===== src/wwd_pkg.sv =====
package wwd_pkg;
   localparam int unsigned CLK_MHZ = 125;
   localparam int unsigned PRESC_DIV = 16384;
   localparam int unsigned RESUME_SHORT = 256;
   localparam int unsigned RESUME_LONG = 4096;
   localparam logic [11:0] ADDR_CTRL = 12'h000;
   localparam logic [11:0] ADDR_WINDOW = 12'h004;
   localparam logic [11:0] ADDR_STATUS = 12'h008;
   localparam logic [11:0] ADDR_MASK = 12'h00C;
   localparam logic [6:0] CNT_RESET = 7'h7F;
   localparam logic [6:0] WIN_RESET = 7'h7F;
   localparam logic [6:0] CNT_EXPIRE = 7'h40;
   localparam int unsigned TOP_BIT = 6;
   localparam int unsigned ACT_BIT = 7;
   localparam int unsigned ST_EXPIRE = 0;
   localparam int unsigned ST_WINDOW = 1;
   localparam int unsigned ST_SOFT = 2;
   localparam int unsigned ST_HALT = 3;
   localparam int unsigned ST_W = 4;
   typedef enum logic [1:0] {WWD_RUN, WWD_HALT_DEC, WWD_STOPPED, WWD_RESUME} wwd_halt_t;
endpackage


===== src/wwd_presc_if.sv =====
`timescale 1ns/1ps
interface wwd_presc_if;
   logic run;
   logic tick;
   modport owner (output run, input tick);
   modport presc (input run, output tick);
endinterface


===== src/wwd_presc.sv =====
`timescale 1ns/1ps
module wwd_presc
   import wwd_pkg::*;
#(
   parameter int unsigned DIV = PRESC_DIV
) (
   input wire logic clk,
   input wire logic rst_b,
   wwd_presc_if.presc pi
);
   logic [$clog2(DIV)-1:0] cnt_r;
   // Never cleared by counter writes, hence the min/max timeout spread
   always_ff @(posedge clk) begin
      if (!rst_b) begin
         cnt_r <= '0;
      end else if (pi.run) begin
         cnt_r <= cnt_r + 1'b1;
      end
   end
   assign pi.tick = pi.run && (cnt_r == $clog2(DIV)'(DIV - 1));
endmodule


===== src/wwd_top.sv =====
// The address map and the APB register port were left to the implementer.
`timescale 1ns/1ps
module wwd_top
   import wwd_pkg::*;
#(
   parameter int unsigned PRESC = PRESC_DIV,
   parameter int unsigned RESUME_LONG_CYC = RESUME_LONG
) (
   input wire logic clk,
   input wire logic rst_b,
   input wire logic psel,
   input wire logic penable,
   input wire logic pwrite,
   input wire logic [11:0] paddr,
   input wire logic [31:0] pwdata,
   output logic [31:0] prdata,
   output logic pready,
   output logic pslverr,
   input wire logic hw_activation_option,
   input wire logic reset_on_halt_option,
   input wire logic halt_request,
   input wire logic wake_interrupt,
   input wire logic resume_long_select,
   output logic halt_granted,
   output logic reset_request,
   output logic irq
);
   import wwd_pkg::*;

   logic [6:0] counter_r;
   logic [6:0] window_limit_r;
   logic activation_bit_r;
   logic [ST_W-1:0] status_r;
   logic [ST_W-1:0] mask_r;
   logic [ST_W-1:0] events;
   wwd_halt_t halt_r;
   logic [12:0] resume_r;
   logic active;
   logic wr;
   logic rd;
   logic ctrl_wr;
   logic tick;
   logic expire_ev;
   logic window_ev;
   logic soft_ev;
   logic halt_ev;
   logic halt_plain;
   wwd_presc_if pif ();

   function automatic logic hit(input logic [11:0] a, input logic [11:0] b);
      return a == b;
   endfunction

   assign wr = psel && penable && pwrite;
   assign rd = psel && !penable && !pwrite;
   assign pready = 1'b1;
   assign pslverr = 1'b0;
   assign ctrl_wr = wr && hit(paddr, ADDR_CTRL);
   assign active = hw_activation_option || activation_bit_r;

   // Halt stops the prescaler too so that exactly one decrement happens
   assign pif.run = (halt_r != WWD_STOPPED) && (halt_r != WWD_RESUME);
   assign tick = pif.tick;
   wwd_presc #(.DIV(PRESC)) u_presc (
      .clk(clk),
      .rst_b(rst_b),
      .pi(pif)
   );

   assign halt_plain = halt_request && !(active && reset_on_halt_option);
   assign expire_ev = active && tick && (counter_r == CNT_EXPIRE);
   // Window compare sees the count before the reload lands
   assign window_ev = active && ctrl_wr && (counter_r > window_limit_r);
   assign soft_ev = ctrl_wr && (pwdata[ACT_BIT] || active) && !pwdata[TOP_BIT];
   assign halt_ev = active && reset_on_halt_option && halt_request && (halt_r == WWD_RUN);
   always_comb begin
      events = '0;
      events[ST_EXPIRE] = expire_ev;
      events[ST_WINDOW] = window_ev;
      events[ST_SOFT] = soft_ev;
      events[ST_HALT] = halt_ev;
   end

   always_ff @(posedge clk) begin
      if (!rst_b) begin
         reset_request <= 1'b0;
      end else begin
         reset_request <= |events;
      end
   end

   always_ff @(posedge clk) begin
      if (!rst_b) begin
         counter_r <= CNT_RESET;
      end else if (ctrl_wr) begin
         counter_r <= pwdata[TOP_BIT:0];
      end else if (tick) begin
         counter_r <= counter_r - 7'h01;
      end
   end

   // Only reset can clear activation, so a stray write cannot disarm it
   always_ff @(posedge clk) begin
      if (!rst_b) begin
         activation_bit_r <= 1'b0;
      end else if (ctrl_wr && pwdata[ACT_BIT]) begin
         activation_bit_r <= 1'b1;
      end
   end

   always_ff @(posedge clk) begin
      if (!rst_b) begin
         window_limit_r <= WIN_RESET;
      end else if (wr && hit(paddr, ADDR_WINDOW)) begin
         window_limit_r <= pwdata[TOP_BIT:0];
      end
   end

   always_ff @(posedge clk) begin
      if (!rst_b) begin
         mask_r <= '0;
      end else if (wr && hit(paddr, ADDR_MASK)) begin
         mask_r <= pwdata[ST_W-1:0];
      end
   end

   // Set wins over a write-one clear in the same cycle
   always_ff @(posedge clk) begin
      if (!rst_b) begin
         status_r <= '0;
      end else if (wr && hit(paddr, ADDR_STATUS)) begin
         status_r <= (status_r & ~pwdata[ST_W-1:0]) | events;
      end else begin
         status_r <= status_r | events;
      end
   end
   assign irq = |(status_r & mask_r);

   always_ff @(posedge clk) begin
      if (!rst_b) begin
         halt_r <= WWD_RUN;
         resume_r <= '0;
      end else begin
         unique case (halt_r)
            WWD_RUN: begin
               if (halt_plain) begin
                  halt_r <= WWD_HALT_DEC;
               end
            end
            WWD_HALT_DEC: begin
               if (tick) begin
                  halt_r <= WWD_STOPPED;
               end
            end
            WWD_STOPPED: begin
               if (wake_interrupt) begin
                  halt_r <= WWD_RESUME;
                  resume_r <= resume_long_select ? 13'(RESUME_LONG_CYC - 1)
                                                 : 13'(RESUME_SHORT - 1);
               end
            end
            WWD_RESUME: begin
               if (resume_r == '0) begin
                  halt_r <= WWD_RUN;
               end else begin
                  resume_r <= resume_r - 13'h0001;
               end
            end
         endcase
      end
   end
   assign halt_granted = (halt_r == WWD_HALT_DEC) || (halt_r == WWD_STOPPED);

   // Latched in setup so the word stands through the access phase
   always_ff @(posedge clk) begin
      if (!rst_b) begin
         prdata <= '0;
      end else if (rd) begin
         prdata <= '0;
         if (hit(paddr, ADDR_CTRL)) begin
            prdata[ACT_BIT:0] <= {activation_bit_r, counter_r};
         end else if (hit(paddr, ADDR_WINDOW)) begin
            prdata[TOP_BIT:0] <= window_limit_r;
         end else if (hit(paddr, ADDR_STATUS)) begin
            prdata[ST_W-1:0] <= status_r;
         end else if (hit(paddr, ADDR_MASK)) begin
            prdata[ST_W-1:0] <= mask_r;
         end
      end
   end

   // Reset sources
   a_expire_reset: assert property (@(posedge clk) disable iff (!rst_b)
      active && tick && counter_r == CNT_EXPIRE |=> reset_request)
      else $error("expiry gave no reset");
   a_window_reset: assert property (@(posedge clk) disable iff (!rst_b)
      active && ctrl_wr && counter_r > window_limit_r |=> reset_request)
      else $error("early reload gave no reset");
   a_window_quiet: assert property (@(posedge clk) disable iff (!rst_b)
      ctrl_wr && pwdata[TOP_BIT] && counter_r <= window_limit_r && !tick && !halt_request
      |=> !reset_request)
      else $error("reload inside window gave reset");
   a_soft_reset: assert property (@(posedge clk) disable iff (!rst_b)
      ctrl_wr && pwdata[ACT_BIT] && !pwdata[TOP_BIT] |=> reset_request)
      else $error("soft reset missing");
   a_hw_active: assert property (@(posedge clk) disable iff (!rst_b)
      hw_activation_option && ctrl_wr && !pwdata[TOP_BIT] |=> reset_request)
      else $error("hardware option ignored");
   a_halt_reset: assert property (@(posedge clk) disable iff (!rst_b)
      halt_request && active && reset_on_halt_option && halt_r == WWD_RUN
      |=> reset_request)
      else $error("halt reset missing");
   a_no_idle_reset: assert property (@(posedge clk) disable iff (!rst_b)
      !active && !(ctrl_wr && pwdata[ACT_BIT]) |=> !reset_request)
      else $error("reset while inactive");
   a_reset_pulse: assert property (@(posedge clk) disable iff (!rst_b)
      !(|events) |=> !reset_request)
      else $error("reset request stretched");

   // Counter and activation
   a_count_down: assert property (@(posedge clk) disable iff (!rst_b)
      tick && !ctrl_wr |=> counter_r == $past(counter_r) - 7'h01)
      else $error("counter did not decrement");
   a_count_hold: assert property (@(posedge clk) disable iff (!rst_b)
      !tick && !ctrl_wr |=> $stable(counter_r))
      else $error("counter moved without a tick");
   a_tick_gap: assert property (@(posedge clk) disable iff (!rst_b)
      tick |=> (!tick) [*8])
      else $error("prescaler ticks too close");
   a_act_sticky: assert property (@(posedge clk) disable iff (!rst_b)
      activation_bit_r |=> activation_bit_r)
      else $error("activation cleared");
   a_act_by_write: assert property (@(posedge clk) disable iff (!rst_b)
      !activation_bit_r && !(ctrl_wr && pwdata[ACT_BIT]) |=> !activation_bit_r)
      else $error("activation set without a write");

   // Halt sequence
   a_halt_frozen: assert property (@(posedge clk) disable iff (!rst_b)
      halt_r == WWD_STOPPED && !ctrl_wr |=> $stable(counter_r))
      else $error("counter moved in halt");
   a_resume_frozen: assert property (@(posedge clk) disable iff (!rst_b)
      halt_r == WWD_RESUME && !ctrl_wr |=> $stable(counter_r))
      else $error("counter moved before resume");
   a_halt_enter: assert property (@(posedge clk) disable iff (!rst_b)
      halt_r == WWD_RUN && halt_plain |=> halt_granted)
      else $error("halt not granted");
   a_halt_one_step: assert property (@(posedge clk) disable iff (!rst_b)
      halt_r == WWD_HALT_DEC && tick |=> halt_r == WWD_STOPPED)
      else $error("halt took more than one step");
   a_resume_wait: assert property (@(posedge clk) disable iff (!rst_b)
      halt_r == WWD_STOPPED && wake_interrupt |=> (halt_r == WWD_RESUME) [*8])
      else $error("counting resumed too early");
   a_halt_no_reset: assert property (@(posedge clk) disable iff (!rst_b)
      halt_plain && !ctrl_wr && !tick |=> !reset_request)
      else $error("plain halt gave reset");

   // Status and interrupt
   a_event_flag: assert property (@(posedge clk) disable iff (!rst_b)
      (|events) |=> (|status_r))
      else $error("event not flagged");
   a_status_hold: assert property (@(posedge clk) disable iff (!rst_b)
      status_r[ST_EXPIRE] && !(wr && hit(paddr, ADDR_STATUS)) |=> status_r[ST_EXPIRE])
      else $error("status flag lost");
   a_irq_masked: assert property (@(posedge clk) disable iff (!rst_b)
      !(|mask_r) |-> !irq)
      else $error("masked status raised irq");

   // Register reads
   a_read_counter: assert property (@(posedge clk) disable iff (!rst_b)
      rd && hit(paddr, ADDR_CTRL) |=> prdata[TOP_BIT:0] == $past(counter_r))
      else $error("counter read wrong");
   a_read_window: assert property (@(posedge clk) disable iff (!rst_b)
      rd && hit(paddr, ADDR_WINDOW) |=> prdata[TOP_BIT:0] == $past(window_limit_r))
      else $error("window read wrong");
   a_read_unmapped: assert property (@(posedge clk) disable iff (!rst_b)
      rd && !hit(paddr, ADDR_CTRL) && !hit(paddr, ADDR_WINDOW)
      && !hit(paddr, ADDR_STATUS) && !hit(paddr, ADDR_MASK) |=> prdata == '0)
      else $error("unmapped read not zero");

   c_expire: cover property (@(posedge clk) disable iff (!rst_b) expire_ev);
   c_window: cover property (@(posedge clk) disable iff (!rst_b) window_ev);
   c_soft: cover property (@(posedge clk) disable iff (!rst_b) soft_ev);
   c_halt_reset: cover property (@(posedge clk) disable iff (!rst_b) halt_ev);
   c_resume: cover property (@(posedge clk) disable iff (!rst_b)
      halt_r == WWD_RESUME ##1 halt_r == WWD_RUN);
endmodule

===== config.mk =====
export PLATFORM = sky130hd
export DESIGN_NAME = wwd_top
export DESIGN_NICKNAME = d
export VERILOG_FILES = /design/src/wwd_pkg.sv /design/src/wwd_presc_if.sv /design/src/wwd_presc.sv /design/src/wwd_top.sv
export SDC_FILE = /design/constraint.sdc
export NUM_CORES = 1
export LEC_CHECK = 0
export BUFFER_PORTS_ARGS = -buffer_cell sky130_fd_sc_hd__buf_2
export CORE_ASPECT_RATIO = 0.6
export CORE_MARGIN = 2
export CORE_UTILIZATION = 54
export CTS_BUF_LIST = sky130_fd_sc_hd__clkbuf_16
export DETAILED_ROUTE_END_ITERATION = 8
export GPL_TIMING_DRIVEN = 0
export PLACE_DENSITY = 0.81
export SLEW_MARGIN = 0
export SYNTH_ARGS = -nofsm -noshare
export SYNTH_HDL_FRONTEND = slang
export SYNTH_SLANG_ARGS = --single-unit

===== constraint.sdc =====
create_clock -name clk -period 3.5 [get_ports clk]
set_input_delay 0 -clock clk [delete_from_list [all_inputs] [get_ports clk]]
set_output_delay 0 -clock clk [all_outputs]
set_load 0.02 [all_outputs]

==> impl_metrics.yaml <==
status:
  status: "completed"
layout:
  area_growth_pct: 20.2
  drive_above_1_share_pct: 17.0
  antenna_cells: 0
  register_area_sq_um: 1220
  layout.nets: 578
  multi_input_area_sq_um: 2100
  fillers: 529
setup_path:
  r2r-end: "counter_r[4]$_SDFFE_PN1P_"
  start_kind: "flip-flop"
  critPathKind: "reg -> reg"
  worstRegToRegCells: 10
  cp_slowest_cell: "or4_4"
  crit_path_max_fanout: 8
  arrival_ns: 2.96
  crit_path_max_incr_delay_ns: 0.51
  end_kind: "flip-flop"
  r2r-start: "halt_r[0]$_SDFFE_PN0P_"
  crit_required_ns: 3.69
  reg2reg_setup_slack_ns: 0.73
  crit_start: "halt_r[0]$_SDFFE_PN0P_"
  crit_chain: "inv_1 -> ha_1 -> buf_6 -> or3b_1 -> buf_2 -> or4_4 -> buf_6 -> or4_4 -> mux2i_1 -> a31oi_1"
power_and_ir_drop:
  peakVddDrop_mv: 0.445
  power_density_nw_per_um2: 581
  p_leak_nw: 1.87
cts:
  postCtsHoldBufs: 8
  clockBufferDepth: 2
  clock_sinks: 61
  clk_latency_ns: 0.33
  root_buffer: "clkbuf_16"
  cts_resized: 0
  htreeDepth: 3
  cts_tree: "built"
  clk_pin_slew_worst_paths_ns: 0.05
  numCtsBuffers: 9
  cts_setup_buffers: 0
routing:
  drc: 0
  drt-initial-drc-count: 382
  wirelength_um: 9350
  antenna_left: 0
  wire_per_inst_um: 15.7
  vias: 3423
  viasPerCell: 5.74
  first_pass_iters: 5
yosys:
  synthFlopType: "dfxtp_1"
  synth-edff-count: 0
  syn_avg_cell_area_sq_um: 8.44
  synthArstFlopShare_pct: 0
  yosysSeqAreaShare_pct: 34.0
  synth_common_cells: "dfxtp_1, buf_4, nand2_1"
  synthTopCellsByArea: "dfxtp_1, ha_1, buf_4"
  syn_area_sq_um: 3590
  synth-seq-cells: 61
  synth_most_common_cell: "dfxtp_1"
  synth_cells: 425
  synth_top_area_cell: "dfxtp_1"
  yosysWarnings: 0
  yosys.area.top_type_share_pct: 34.0
  yosysUniqueCellTypes: 63
hold_path:
  hold_depth: 3
  worstHoldStart: "reset_on_halt_option"
  hold_end: "status_r[3]$_SDFF_PN0_"
  hold_path.class: "in -> reg"
global_route:
  grt-ovfl-total: 0
  grt_pass1_vias: 3091
  grt_pass1_wl_um: 14800
  antenna_found_initial: 0
  grt_max_degree: 11
  grt.total_usage_pct: 27.1
die:
  die_w_um: 109
  die-area_sq_um: 7330
  row_count: 22
  die_y_um: 67.1
  design.core.area_sq_um: 6280
  io_pins: 91
  start_util_pct: 57.2
sta:
  final-max-slew-violation-count: 0
  worst_pin_slew_ns: 0.694
  clock.fmax_mhz: 360
  hold_violations: 0
  grt_setup_unrepaired: "no"
  max_slew_margin_pct: 53.6
  fin_setup_tns_ns: 0
  setup_violations: 0
  hold_ws_ns: 0.0617
  skew_ns: 0.00609
  finalCritPeriodShare_pct: 79.3
  fin_crit_ns: 2.77
run:
  cap_violations: 0
place:
  portBuffers: 39
  gp_congestion: 0.952
  hpwl_um: 6980
cells in the final DEF (no fill, tap or decap), types with 3 or more instances in the layout:
cell type / n
dfxtp_1: 61
nor2b_1: 16
nor4_1: 8
a21boi_0: 8
nand4_1: 16
o211ai_1: 7
a22oi_1: 6
xnor2_1: 13
conb_1: 26
a21boi_1: 3
clkbuf_1: 14
buf_4: 26
dlygate4sd3_1: 8
o21ai_1: 3
a21oi_1: 20
clkbuf_16: 9
nand3b_1: 3
buf_2: 40
inv_1: 24
xor2_1: 5
nor2_1: 19
a211oi_1: 4
and3_1: 4
nor3_1: 15
mux2i_1: 13
and2_1: 13
o21ai_0: 18
nand2_1: 23
o22ai_1: 3
ha_1: 17
or3_1: 4
nand2b_1: 4
nand3_1: 19
sequential cells by signal (all words and copies together), names as in the netlist:
register          cells
u_presc.cnt_r        14
status_r              4
activation_bit_r      1
halt_r                2
prdata                8
reset_request         1
window_limit_r        7
counter_r             7
resume_r             13
mask_r                4
worst max-delay path, delay by kind of cell (launching register included):
| kind | cells | cell delay, ns |
|---|---|---|
| AND/OR/NAND/NOR | 3 | 1.28 |
| buffers and inverters | 4 | 0.55 |
| flip-flops | 1 | 0.35 |
| adder cells (fa/ha/maj) | 1 | 0.22 |
| multiplexers | 1 | 0.16 |
| AO/OA/AOI/OAI | 1 | 0.06 |
per-layer routing:
layer	track usage (%)	vias up	wire [um]
met5	0	-	0
met4	10.4	0	165
met3	8.20	19	973
met2	38.9	167	3880
met1	38.1	1587	4340
li1	-	1650	-
metrics by stage:
stage	total power, W	instances	util (%)	instance area [sq um]	setup slack, ns
after detailed placement	0.00172	572	63.4	3980	0.738
after floorplan	0.00153	449	-	3680	0.892
final	0.00250	596	68.7	4310	0.726
after CTS	0.00250	596	68.7	4310	0.709
after global routing	0.00265	596	68.7	4310	0.586
after global placement	0.00169	572	63.4	3980	0.765
area by class of cell:
class | instances | share of cell area (%)
Clock inverter | 7 | 0.638
Multi-Input combinational cell | 324 | 48.8
Buffer | 44 | 6.47
Tap cell | 84 | 2.44
Clock buffer | 9 | 5.22
Timing Repair Buffer | 47 | 6.38
Sequential cell | 61 | 28.3
Inverter | 20 | 1.74
report_power, final:
part	leakage (nW)	internal, W	total [W]	switching (W)
clock	0.139	0.000461	0.000762	0.000301
sequential	0.494	0.000794	0.000903	0.000109
combinational	1.24	0.000334	0.000838	0.000505
total	1.87	0.00159	0.00250	0.000915
how the worst max path moves through the flow:
stage                                            to  slack (ns)  depth (start not counted)
final                     counter_r[4]$_SDFFE_PN1P_        0.73                         10
after global routing      counter_r[4]$_SDFFE_PN1P_        0.59                         10
after CTS                 counter_r[4]$_SDFFE_PN1P_        0.71                         10
after detailed placement  counter_r[4]$_SDFFE_PN1P_        0.74                         10
after global placement    counter_r[4]$_SDFFE_PN1P_        0.77                         10
after floorplan           counter_r[4]$_SDFFE_PN1P_        0.89                         10
logic make-up (layout without fill, tap and decap cells):
logic type               after synthesis  after routing  synth area share (%)
AO/OA/AOI/OAI                         90             90                  16.4
XOR/XNOR                              18             18                  4.39
adder cells (fa/ha/maj)               17             17                  5.93
buffers and inverters                 64            127                  9.87
flip-flops                            61             61                  34.0
multiplexers                          15             15                  4.57
other                                  2             26                 0.209
AND/OR/NAND/NOR                      158            158                  24.6
Power figures use the tool's default switching activity.
